--- config.mk ---
export PLATFORM = sky130hd
export DESIGN_NAME = pulse_count_link_outage_buffer
export DESIGN_NICKNAME = d
export VERILOG_FILES = /design/src/pulse_link_pkg.sv /design/src/pulse_count_link_outage_buffer.sv
export SDC_FILE = /design/constraint.sdc
export NUM_CORES = 1
export LEC_CHECK = 0
export CELL_PAD_IN_SITES_DETAIL_PLACEMENT = 0
export CELL_PAD_IN_SITES_GLOBAL_PLACEMENT = 2
export CORE_MARGIN = 2
export CORE_UTILIZATION = 44
export DETAILED_ROUTE_END_ITERATION = 8
export DONT_BUFFER_PORTS = 1
export PLACE_DENSITY = 0.9
export RECOVER_POWER = 100
export SKIP_LAST_GASP = 1
export SLEW_MARGIN = 10
export SYNTH_ARGS = -nofsm -noshare
export SYNTH_HDL_FRONTEND = slang
export SYNTH_SLANG_ARGS = --single-unit
--- constraint.sdc ---
create_clock -name clk -period 14.25 [get_ports clk]
set_input_delay 0 -clock clk [delete_from_list [all_inputs] [get_ports clk]]
set_output_delay 0 -clock clk [all_outputs]
set_load 0.01 [all_outputs]
--- src/pulse_link_pkg.sv ---
// Shared constants and carriers, plus the input conditioning filter.
`timescale 1ns/10ps
`default_nettype none
package pulse_link_pkg;
  localparam int unsigned CLK_HZ     = 200_000_000;
  localparam int unsigned FAST_HZ    = 10_000;
  localparam int unsigned SLOW_HZ    = 10;
  localparam int unsigned FILTER_US  = 1_000;
  localparam int unsigned LED_MS     = 50;
  localparam int unsigned BLINK_MS   = 250;
  localparam int unsigned HALF_FAST  = CLK_HZ / (2 * FAST_HZ);
  localparam int unsigned HALF_SLOW  = CLK_HZ / (2 * SLOW_HZ);
  localparam int unsigned FILTER_CYC = (CLK_HZ / 1_000_000) * FILTER_US;
  localparam int unsigned LED_CYC    = (CLK_HZ / 1_000) * LED_MS;
  localparam int unsigned BLINK_CYC  = (CLK_HZ / 1_000) * BLINK_MS;
  localparam int unsigned CNT_W      = 27;
  localparam int unsigned ACC_W      = 30;
  localparam int unsigned ADDR_W     = 8;
  localparam logic [3:0]  OFS_CTRL    = 4'h0;
  localparam logic [3:0]  OFS_STATUS  = 4'h4;
  localparam logic [3:0]  OFS_COUNT   = 4'h8;
  localparam logic [3:0]  OFS_BACKLOG = 4'hC;
  localparam logic [31:0] CTRL_RESET  = 32'h0000_0000;

  typedef struct packed {
    logic [11:0]       spare;
    logic [ADDR_W-1:0] out_addr;
    logic [ADDR_W-1:0] in_addr;
    logic              out_mode_freq;
    logic              in_mode_freq;
    logic              out_rate_slow;
    logic              in_speed_low;
  } ctrl_t;

  typedef struct packed {
    logic link_up;
    logic primary_ok;
    logic addr_mismatch;
    logic mode_mismatch;
  } status_t;
endpackage

module pulse_input_filter #(
  parameter int unsigned FILT = pulse_link_pkg::FILTER_CYC
) (
  input  wire logic clk,
  input  wire logic rst_b,
  input  wire logic pin,
  input  wire logic filt_en,
  output logic      level
);
  logic                             sync_a;
  logic                             sync_b;
  logic [pulse_link_pkg::CNT_W-1:0] cnt;
  wire                              differs = sync_b != level;
  wire                              settled = cnt == pulse_link_pkg::CNT_W'(FILT - 1);

  always_ff @(posedge clk or negedge rst_b) begin
    if (!rst_b) begin
      sync_a <= 1'b0;
      sync_b <= 1'b0;
    end else begin
      sync_a <= pin;
      sync_b <= sync_a;
    end
  end

  // A level must hold for the whole window before it is believed, which rejects chatter.
  always_ff @(posedge clk or negedge rst_b) begin
    if (!rst_b) begin
      level <= 1'b0;
      cnt   <= '0;
    end else if (!differs) begin
      cnt <= '0;
    end else if (!filt_en || settled) begin
      level <= sync_b;
      cnt   <= '0;
    end else begin
      cnt <= cnt + 1'b1;
    end
  end
endmodule
`default_nettype wire

--- src/pulse_count_link_outage_buffer.sv ---
// Pulse count transfer with outage retention, pulse regeneration and status lamp.
//
// Decided for this implementation: register access over Wishbone and the placing of the registers.
`timescale 1ns/10ps
`default_nettype none
module pulse_count_link_outage_buffer #(
  parameter int unsigned HALF_FAST = pulse_link_pkg::HALF_FAST,
  parameter int unsigned HALF_SLOW = pulse_link_pkg::HALF_SLOW,
  parameter int unsigned FILT      = pulse_link_pkg::FILTER_CYC,
  parameter int unsigned LED_HOLD  = pulse_link_pkg::LED_CYC,
  parameter int unsigned BLINK     = pulse_link_pkg::BLINK_CYC
) (
  input  wire logic        clk,
  input  wire logic        rst_b,
  input  wire logic        wb_cyc_i,
  input  wire logic        wb_stb_i,
  input  wire logic        wb_we_i,
  input  wire logic [31:0] wb_adr_i,
  input  wire logic [3:0]  wb_sel_i,
  input  wire logic [31:0] wb_dat_i,
  output logic [31:0]      wb_dat_o,
  output logic             wb_ack_o,
  input  wire logic        pulse_pin,
  input  wire logic        link_pin,
  input  wire logic        primary_pin,
  output logic             pulse_out,
  output logic             status_led,
  output logic             pulse_led
);
  localparam int unsigned W = pulse_link_pkg::CNT_W;
  localparam int unsigned A = pulse_link_pkg::ACC_W;

  typedef enum logic [1:0] {
    EMIT_IDLE = 2'b00,
    EMIT_HIGH = 2'b01,
    EMIT_LOW  = 2'b10
  } emit_t;

  pulse_link_pkg::ctrl_t   ctrl;
  pulse_link_pkg::status_t stat;
  emit_t                   emit;
  logic [A-1:0]            in_count;
  logic [A-1:0]            rx_last;
  logic [A-1:0]            backlog;
  logic [W-1:0]            tick;
  logic [W-1:0]            led_cnt;
  logic [W-1:0]            blink_cnt;
  logic                    level;
  logic                    level_d;
  logic [1:0]              link_s;
  logic [1:0]              prim_s;

  pulse_input_filter #(.FILT(FILT)) u_filter (
    .clk     (clk),
    .rst_b   (rst_b),
    .pin     (pulse_pin),
    .filt_en (ctrl.in_speed_low),
    .level   (level)
  );

  always_ff @(posedge clk or negedge rst_b) begin
    if (!rst_b) begin
      link_s <= 2'b00;
      prim_s <= 2'b00;
    end else begin
      link_s <= {link_s[0], link_pin};
      prim_s <= {prim_s[0], primary_pin};
    end
  end

  function automatic logic [W-1:0] to_cnt(input int unsigned n);
    return W'(n - 1);
  endfunction

  wire              edge_seen  = level && !level_d;
  wire              link_up    = link_s[1];
  wire              primary_ok = prim_s[1];
  wire              addr_mm    = ctrl.in_addr != ctrl.out_addr;
  wire              mode_mm    = ctrl.in_mode_freq != ctrl.out_mode_freq;
  wire              fault      = !link_up || addr_mm || mode_mm;
  wire              tx_ok      = link_up && primary_ok && !addr_mm && !mode_mm;
  wire              tx_now     = tx_ok && (in_count != rx_last);
  // Subtraction at the accumulator width wraps naturally, so a roll past zero stays correct.
  wire [A-1:0]      delta      = tx_now ? A'(in_count - rx_last) : '0;
  wire              tick_done  = tick == '0;
  // A pulse may follow straight out of the low half, so back-to-back pulses keep 50% duty.
  wire              start      = ((emit == EMIT_IDLE) || ((emit == EMIT_LOW) && tick_done)) &&
                                 (backlog != '0);
  wire [W-1:0]      half_sel   = ctrl.out_rate_slow ? to_cnt(HALF_SLOW) : to_cnt(HALF_FAST);
  wire [A-1:0]      next_backlog = A'(backlog + delta - {{(A-1){1'b0}}, start});

  always_comb begin
    stat.link_up       = link_up;
    stat.primary_ok    = primary_ok;
    stat.addr_mismatch = addr_mm;
    stat.mode_mismatch = mode_mm;
  end

  always_ff @(posedge clk or negedge rst_b) begin
    if (!rst_b) begin
      level_d  <= 1'b0;
      in_count <= '0;
    end else begin
      level_d <= level;
      if (edge_seen) begin
        in_count <= A'(in_count + 1'b1);
      end
    end
  end

  always_ff @(posedge clk or negedge rst_b) begin
    if (!rst_b) begin
      rx_last <= '0;
      backlog <= '0;
    end else begin
      if (tx_now) begin
        rx_last <= in_count;
      end
      backlog <= next_backlog;
    end
  end

  // Pulse regeneration: one pulse per backlog unit, equal high and low halves.
  always_ff @(posedge clk or negedge rst_b) begin
    if (!rst_b) begin
      emit      <= EMIT_IDLE;
      tick      <= '0;
      pulse_out <= 1'b0;
    end else begin
      case (emit)
        EMIT_IDLE: begin
          if (start) begin
            emit      <= EMIT_HIGH;
            tick      <= half_sel;
            pulse_out <= 1'b1;
          end
        end
        EMIT_HIGH: begin
          if (tick_done) begin
            emit      <= EMIT_LOW;
            tick      <= half_sel;
            pulse_out <= 1'b0;
          end else begin
            tick <= tick - 1'b1;
          end
        end
        EMIT_LOW: begin
          if (start) begin
            emit      <= EMIT_HIGH;
            tick      <= half_sel;
            pulse_out <= 1'b1;
          end else if (tick_done) begin
            emit <= EMIT_IDLE;
          end else begin
            tick <= tick - 1'b1;
          end
        end
        default: begin
          emit      <= EMIT_IDLE;
          pulse_out <= 1'b0;
        end
      endcase
    end
  end

  // Lamps: the input lamp is stretched so a short pulse is still visible.
  always_ff @(posedge clk or negedge rst_b) begin
    if (!rst_b) begin
      led_cnt    <= '0;
      pulse_led  <= 1'b0;
      blink_cnt  <= '0;
      status_led <= 1'b0;
    end else begin
      if (edge_seen) begin
        led_cnt   <= to_cnt(LED_HOLD);
        pulse_led <= 1'b1;
      end else if (led_cnt != '0) begin
        led_cnt <= led_cnt - 1'b1;
      end else begin
        pulse_led <= 1'b0;
      end
      if (!fault) begin
        blink_cnt  <= '0;
        status_led <= 1'b1;
      end else if (blink_cnt == '0) begin
        blink_cnt  <= to_cnt(BLINK);
        status_led <= !status_led;
      end else begin
        blink_cnt <= blink_cnt - 1'b1;
      end
    end
  end

  // Wishbone slave: answer one cycle after the strobe; only wb_adr_i[3:2] is decoded, so the four words repeat.
  wire         wb_req    = wb_cyc_i && wb_stb_i && !wb_ack_o;
  wire [3:0]   wb_ofs    = {wb_adr_i[3:2], 2'b00};
  // The write lands at the edge where the master samples ack, while its data still stands.
  wire         ctrl_wr   = wb_cyc_i && wb_stb_i && wb_we_i && wb_ack_o &&
                           (wb_ofs == pulse_link_pkg::OFS_CTRL);
  wire [31:0]  ctrl_word = ctrl;
  wire [31:0]  rd_word   = (wb_ofs == pulse_link_pkg::OFS_CTRL)    ? ctrl_word :
                           (wb_ofs == pulse_link_pkg::OFS_STATUS)  ? {28'h0000000, stat} :
                           (wb_ofs == pulse_link_pkg::OFS_COUNT)   ? {2'b00, in_count} :
                           (wb_ofs == pulse_link_pkg::OFS_BACKLOG) ? {2'b00, backlog} :
                           32'h0000_0000;
  wire [31:0]  sel_mask  = {{8{wb_sel_i[3]}}, {8{wb_sel_i[2]}},
                            {8{wb_sel_i[1]}}, {8{wb_sel_i[0]}}};
  wire [31:0]  ctrl_new  = (ctrl_word & ~sel_mask) | (wb_dat_i & sel_mask);

  always_ff @(posedge clk or negedge rst_b) begin
    if (!rst_b) begin
      ctrl     <= pulse_link_pkg::CTRL_RESET;
      wb_ack_o <= 1'b0;
      wb_dat_o <= 32'h0000_0000;
    end else begin
      wb_ack_o <= wb_req;
      wb_dat_o <= wb_req ? rd_word : 32'h0000_0000;
      if (ctrl_wr) begin
        ctrl <= {12'h000, ctrl_new[19:0]};
      end
    end
  end
endmodule
`default_nettype wire

Word level (Yosys, flattened, before mapping)
Cells that the tools add are included.
{ "totals": {"reg_bits": 262, "latchBits": 0, "mem_bits_rw": 0, "mem_bits_ro": 0, "input_bits": 76, "output_inout_bits": 36, "memories": 0} }
{ "classes": {"addsub": 8, "mul": 0, "div": 0, "magnitude_cmp": 0, "eq_ne": 17, "shift": 0, "mux": 30, "bitwise": 4, "reduce_logical": 36} }
{ "op_table": {"columns": ["cell", "n"], "rows": [
  ["2-to-1 mux 27 bit", 10],
  ["2-to-1 mux 30 bit", 6],
  ["one-hot mux 27 bit (3 select lines)", 1],
  ["subtractor 27 x 1 -> 27 bit (second input constant)", 3],
  ["zero test 27 bit", 2],
  ["bitwise AND 20 bit", 2],
  ["adder 30 x 1 -> 30 bit (second input constant)", 1],
  ["adder 30 bit", 1],
  ["!= test 30 bit", 1],
  ["nonzero test 30 bit", 1],
  ["subtractor 30 x 1 -> 30 bit", 1],
  ["subtractor 30 bit", 1],
  ["adder 27 x 1 -> 27 bit (second input constant)", 1],
  ["equality test 27 x 18 -> 1 bit (second input constant)", 1],
  ["nonzero test 27 bit", 1],
  ["2-to-1 mux 24 bit", 1],
  ["NOT 20 bit", 1],
  ["OR 20 bit", 1],
  ["logical AND 1 bit", 12],
  ["2-to-1 mux 2 bit", 4],
  ["!= test 8 bit", 1],
  ["zero test 1 bit", 7],
  ["equality test 2 bit (second input constant)", 3],
  ["2-to-1 mux 1 bit", 6],
  ["15 further kinds", 26]
]} }

Logic depth before layout (Yosys ltp)
{ "logic_depth": {"ltp_word": 8, "mapped_depth": 27, "depth_no_buf": 27} }

By module
Synthesis repeated with hierarchy kept, for this count alone.
{ "hier_totals": {"cells_unflattened": 1652, "hier_area_um2": 15780.1} }
{ "by_module_without_submodules": {"columns": ["mod", "instances", "cells_each", "area_per_inst_um2"], "rows": [
  ["pulse_count_link_outage_buffer", 1, 1496, 14237.4],
  ["pulse_input_filter", 1, 156, 1542.7]
]} }

Worst setup path before layout
No wires, ideal clock.
{ "synth_timing": {"path_type": "reg-to-reg", "start": "register in_count[0]", "end": "register backlog[29]", "setup_time_ns": 0.080, "arrival_ns": 5.076, "required_ns": 14.170, "slack_ns": 9.094, "stages_incl_launch_ff": 28, "path_buffers": 0, "period_less_slack_ns": 5.156, "path_cell_list": "dfrtp_1 > inv_1 > ha_1 > inv_1 > fa_1 > a21o_1 > a21o_1 > a2111oi_0 > o31ai_1 > a21o_1 > a21o_1 > nand3_1 > nand2_1 > xnor2_1 > nand2_1 > ha_1 > inv_1 > ha_1 > a2111oi_0 > o21ai_0 > o2111ai_1 > nand2_1 > a31oi_1 > a21oi_1 > a41oi_1 > a21oi_1 > xnor2_1 > xnor2_1"} }
{ "synth_between": {"elab_chain_cells": 5, "word_cells_on_any_way": 6} }
{ "synth_rtl": {"columns": ["element", "line", "rtl"], "rows": [
  ["from (decl)", "pulse_count_link_outage_buffer.sv:42", "logic [A-1:0] in_count;"],
  ["from (signal assigned)", "pulse_count_link_outage_buffer.sv:106", "in_count <= A'(in_count + 1'b1);"],
  ["parallel branches: the longest is 2 deep, another holds subtractor 30 bit", null, null],
  ["2-to-1 mux 30 bit (*)", "pulse_count_link_outage_buffer.sv:84", "wire [A-1:0] delta = tx_now ? A'(in_count - rx_last) : '0;"],
  ["adder 30 bit (*)", "pulse_count_link_outage_buffer.sv:90", "wire [A-1:0] next_backlog = A'(backlog + delta - {{(A-1){1'b0}}, start});"],
  ["subtractor 30 x 1 -> 30 bit (*)", "pulse_count_link_outage_buffer.sv:90", null],
  ["named net next_backlog[29]", "pulse_count_link_outage_buffer.sv:90", null],
  ["to (signal assigned)", "pulse_count_link_outage_buffer.sv:119", "backlog <= next_backlog;"],
  ["to (decl)", "pulse_count_link_outage_buffer.sv:44", "logic [A-1:0] backlog;"]
]} }
Mark *: on every way through the listed nets, which the timed path passes.
A chain may end at the register's enable or synchronous reset.

==> out/qor.txt <==
status: finished with violations
failing checks: max-capacitance violations, max-slew violations
clock sinks: 262
EDFF count, synth: 0
CP arrival: 8.97 ns
Clk pin slew, worst setup/hold paths: 0.06 ns
Max VDD drop: 0.118 mV
final hold vios: 0
final wirelength: 34600 um
Vias: 11197
initial antenna violation count: 0
Commonest cells post-synth: 262 x dfrtp_1, 165 x nand2_1, 155 x nor2_1
period utilisation layout: 59.5%
mean number of vias per cell: 5.25
leak pwr: 7.79 nW
Placeable Area: 0.0336 sq mm
unrepaired setup endpoints after global routing: no
io pins: 112
top-count cell post-synth: dfrtp_1
initial core utilization: 44.8%
Final Wtd Congestion: 0.831
Crit Path Category: register to register
relative slew slack: -373%
worst path cell trace: xnor2_1 > nand4_1 > nor2_1 > and3_1 > nand2_1 > a41oi_1 > clkbuf_1 > nand3_1 > ha_1 > inv_1 > ha_1 > a21oi_1 > o211ai_1 > a211o_1 > a31o_2 > a2bb2oi_1 > a41oi_1 > o2111ai_1 > a211oi_1 > o21bai_1 > xnor2_1
Req. time, crit path: 14.74 ns
post-layout util: 50.6%
IO Port Bufs: 0
drt wl/cell: 16.2 um
insertion delay to the later sink of the worst-skew pair: 0.57 ns
critical path's top delay family: compound AO/OA/AOI/OAI gates
Synth area leader: dfrtp_1
Die Height: 189 um
FP Rows: 67
TNS Setup: 0 ns
Die X: 189 um
Mapped Cells: 1613
top cells by area, synth: dfrtp_1 44%, ha_1 8.2%, xnor2_1 6.2%
vias in the first global route: 11237
PD cells: 211 mW/mm^2
drc violations: 0
Ant. Diodes: 0
pin count of the biggest net entering global routing: 263
first-pass GRT wire length: 58200 um
final worst path period need: 8.48 ns
Yosys cell types: 69
slowest stage delay, CP: 2.39 ns
Setup Skew: 0.00927 ns
top cell type's share of synthesized area: 43.6%
dominant synthesized flop cell: dfrtp_1
slowest cell on the critical path: clkbuf_1
CTS tree: done
fillcell total: 3129
CTS H-tree lvls: 1
gr ovfl total: 0
Worst Tran Pin Value: 7.09 ns
crit path buf inv count: 2
Total GRT Usage: 19.8%
Worst Setup End Kind: register
worst hold path type: input pin to register
Root Buffer: clkbuf_16
largest fanout on the critical path: 84
DRT Pass-1 Iters: 4
Seq/Total Area, Yosys: 43.6%
Max Slew Vio Count: 215
Setup crit start kind: register
Synth Cell Area: 0.0150 sq mm
Final nets: 1835
Synth warnings: 0
die area: 0.0357 sq mm
CTS max path bufs: 3
P&R area growth vs syn: 13.0%
layout cell share with drive strength beyond 1: 6.54%
MaxCap Viol Count: 2
DR iter-0 viols: 669
ys async rst share: 100%
Post-Layout Cell Count: 2131
register area: 0.00656 sq mm
Num CTS Buffers: 31
Post-DRT Antenna Nets: 0
syn avg cell area: 9.33 sq um
DPL Wire Length: 24300 um
Setup-failing EPs final: 0
synthesis-stage register bit count: 262
fmax: 118 MHz
area taken by multi-input logic gates: 0.00778 sq mm
placed cells: 2026
## power by group
group	switching (mW)	total [mW]	internal, mW
sequential	0.129	1.02	0.890
combinational	0.992	1.78	0.785
clock	0.320	0.799	0.480
## cell type report
cell class	count	share of cell area (%)
Multi-Input combinational cell	1172	45.8
Sequential cell	262	38.6
Clock buffer	47	5.62
Tap cell	448	3.30
Timing Repair Buffer	53	3.08
Inverter	139	3.07
Clock inverter	10	0.567
## flip-flops by register name (all words and copies together) (netlist names), 27 cells and up, named ones only
| register | count |
|---|---|
| led_cnt | 27 |
| wb_dat_o | 30 |
| backlog | 30 |
| blink_cnt | 27 |
| u_filter.cnt | 27 |
| in_count | 30 |
| tick | 27 |
| rx_last | 30 |
## timing repair
action,4_1_cts,5_1_grt
hold endpoints to repair,315,0
gates resized for setup,0,0
hold buffers,47,0
setup buffers,0,0
## logic make-up (layout without fill, tap and decap cells)
family / after synthesis / after routing / synth area share (%)
AO/OA/AOI/OAI: 305 / 305 / 12.5
XOR/XNOR: 168 / 168 / 9.78
adder cells (fa/ha/maj): 100 / 100 / 8.42
buffers and inverters: 180 / 249 / 4.54
flip-flops: 262 / 262 / 43.6
multiplexers: 52 / 52 / 3.96
other: 1 / 2 / 0.0249
AND/OR/NAND/NOR: 545 / 545 / 17.2
## cell usage in the layout, fill, tap and decap left out, types with 31 or more instances in the layout
| cell type | count |
|---|---|
| a21oi_1 | 86 |
| clkbuf_16 | 31 |
| dfrtp_1 | 262 |
| dlygate4sd3_1 | 45 |
| ha_1 | 98 |
| inv_1 | 139 |
| mux2_2 | 40 |
| nand2_1 | 165 |
| nand3_1 | 36 |
| nor2_1 | 155 |
| nor3_1 | 37 |
| o21ai_0 | 94 |
| xnor2_1 | 107 |
| xor2_1 | 61 |
## routing by layer
metal / global-route usage [%] / routed length, um
met5: 0 / 0
met4: 4.18 / 579
met3: 2.61 / 1190
met2: 32.3 / 16000
met1: 28.3 / 16800
## worst register-to-register path, cell delays in order, from the launching register on
cell and delay, ns:
dfrtp_1 0.41, xnor2_1 0.20, nand4_1 0.13, nor2_1 0.25
and3_1 0.75, nand2_1 0.25, a41oi_1 0.47, clkbuf_1 2.39
nand3_1 0.33, ha_1 0.47, inv_1 0.04, ha_1 0.33
a21oi_1 0.20, o211ai_1 0.18, a211o_1 0.32, a31o_2 0.30
a2bb2oi_1 0.17, a41oi_1 0.41, o2111ai_1 0.25, a211oi_1 0.26
o21bai_1 0.16, xnor2_1 0.15
## final timing paths
| path | startpoint | end | slack (ns) | cells past startpoint |
|---|---|---|---|---|
| min | wb_sel_i[0] | register | 0.09 | 2 |
| max in group asynchronous | rst_b | rx_last[7] | 7.61 | 2 |
| min reg2reg | u_filter.sync_a | u_filter.sync_b | 0.39 | 0 |
| min in group asynchronous | rst_b | u_filter.cnt[25] | 2.65 | 2 |
| max | register | backlog[28] | 5.77 | 21 |
| max reg2reg | register | backlog[28] | 5.77 | 21 |
## stage by stage
step	worst slack, ns	total power, mW	hold slack, ns	instance area [sq um]
finish	5.77	3.59	0.0908	17000
floorplan	9.09	2.41	-0.296	15000
global placement	7.80	2.75	-0.283	15500
CTS	7.77	3.63	0.0911	17100
global route	4.97	3.91	0.0992	17000
detailed placement	7.82	2.78	-0.280	15500
(Power assumes the default switching activity.)
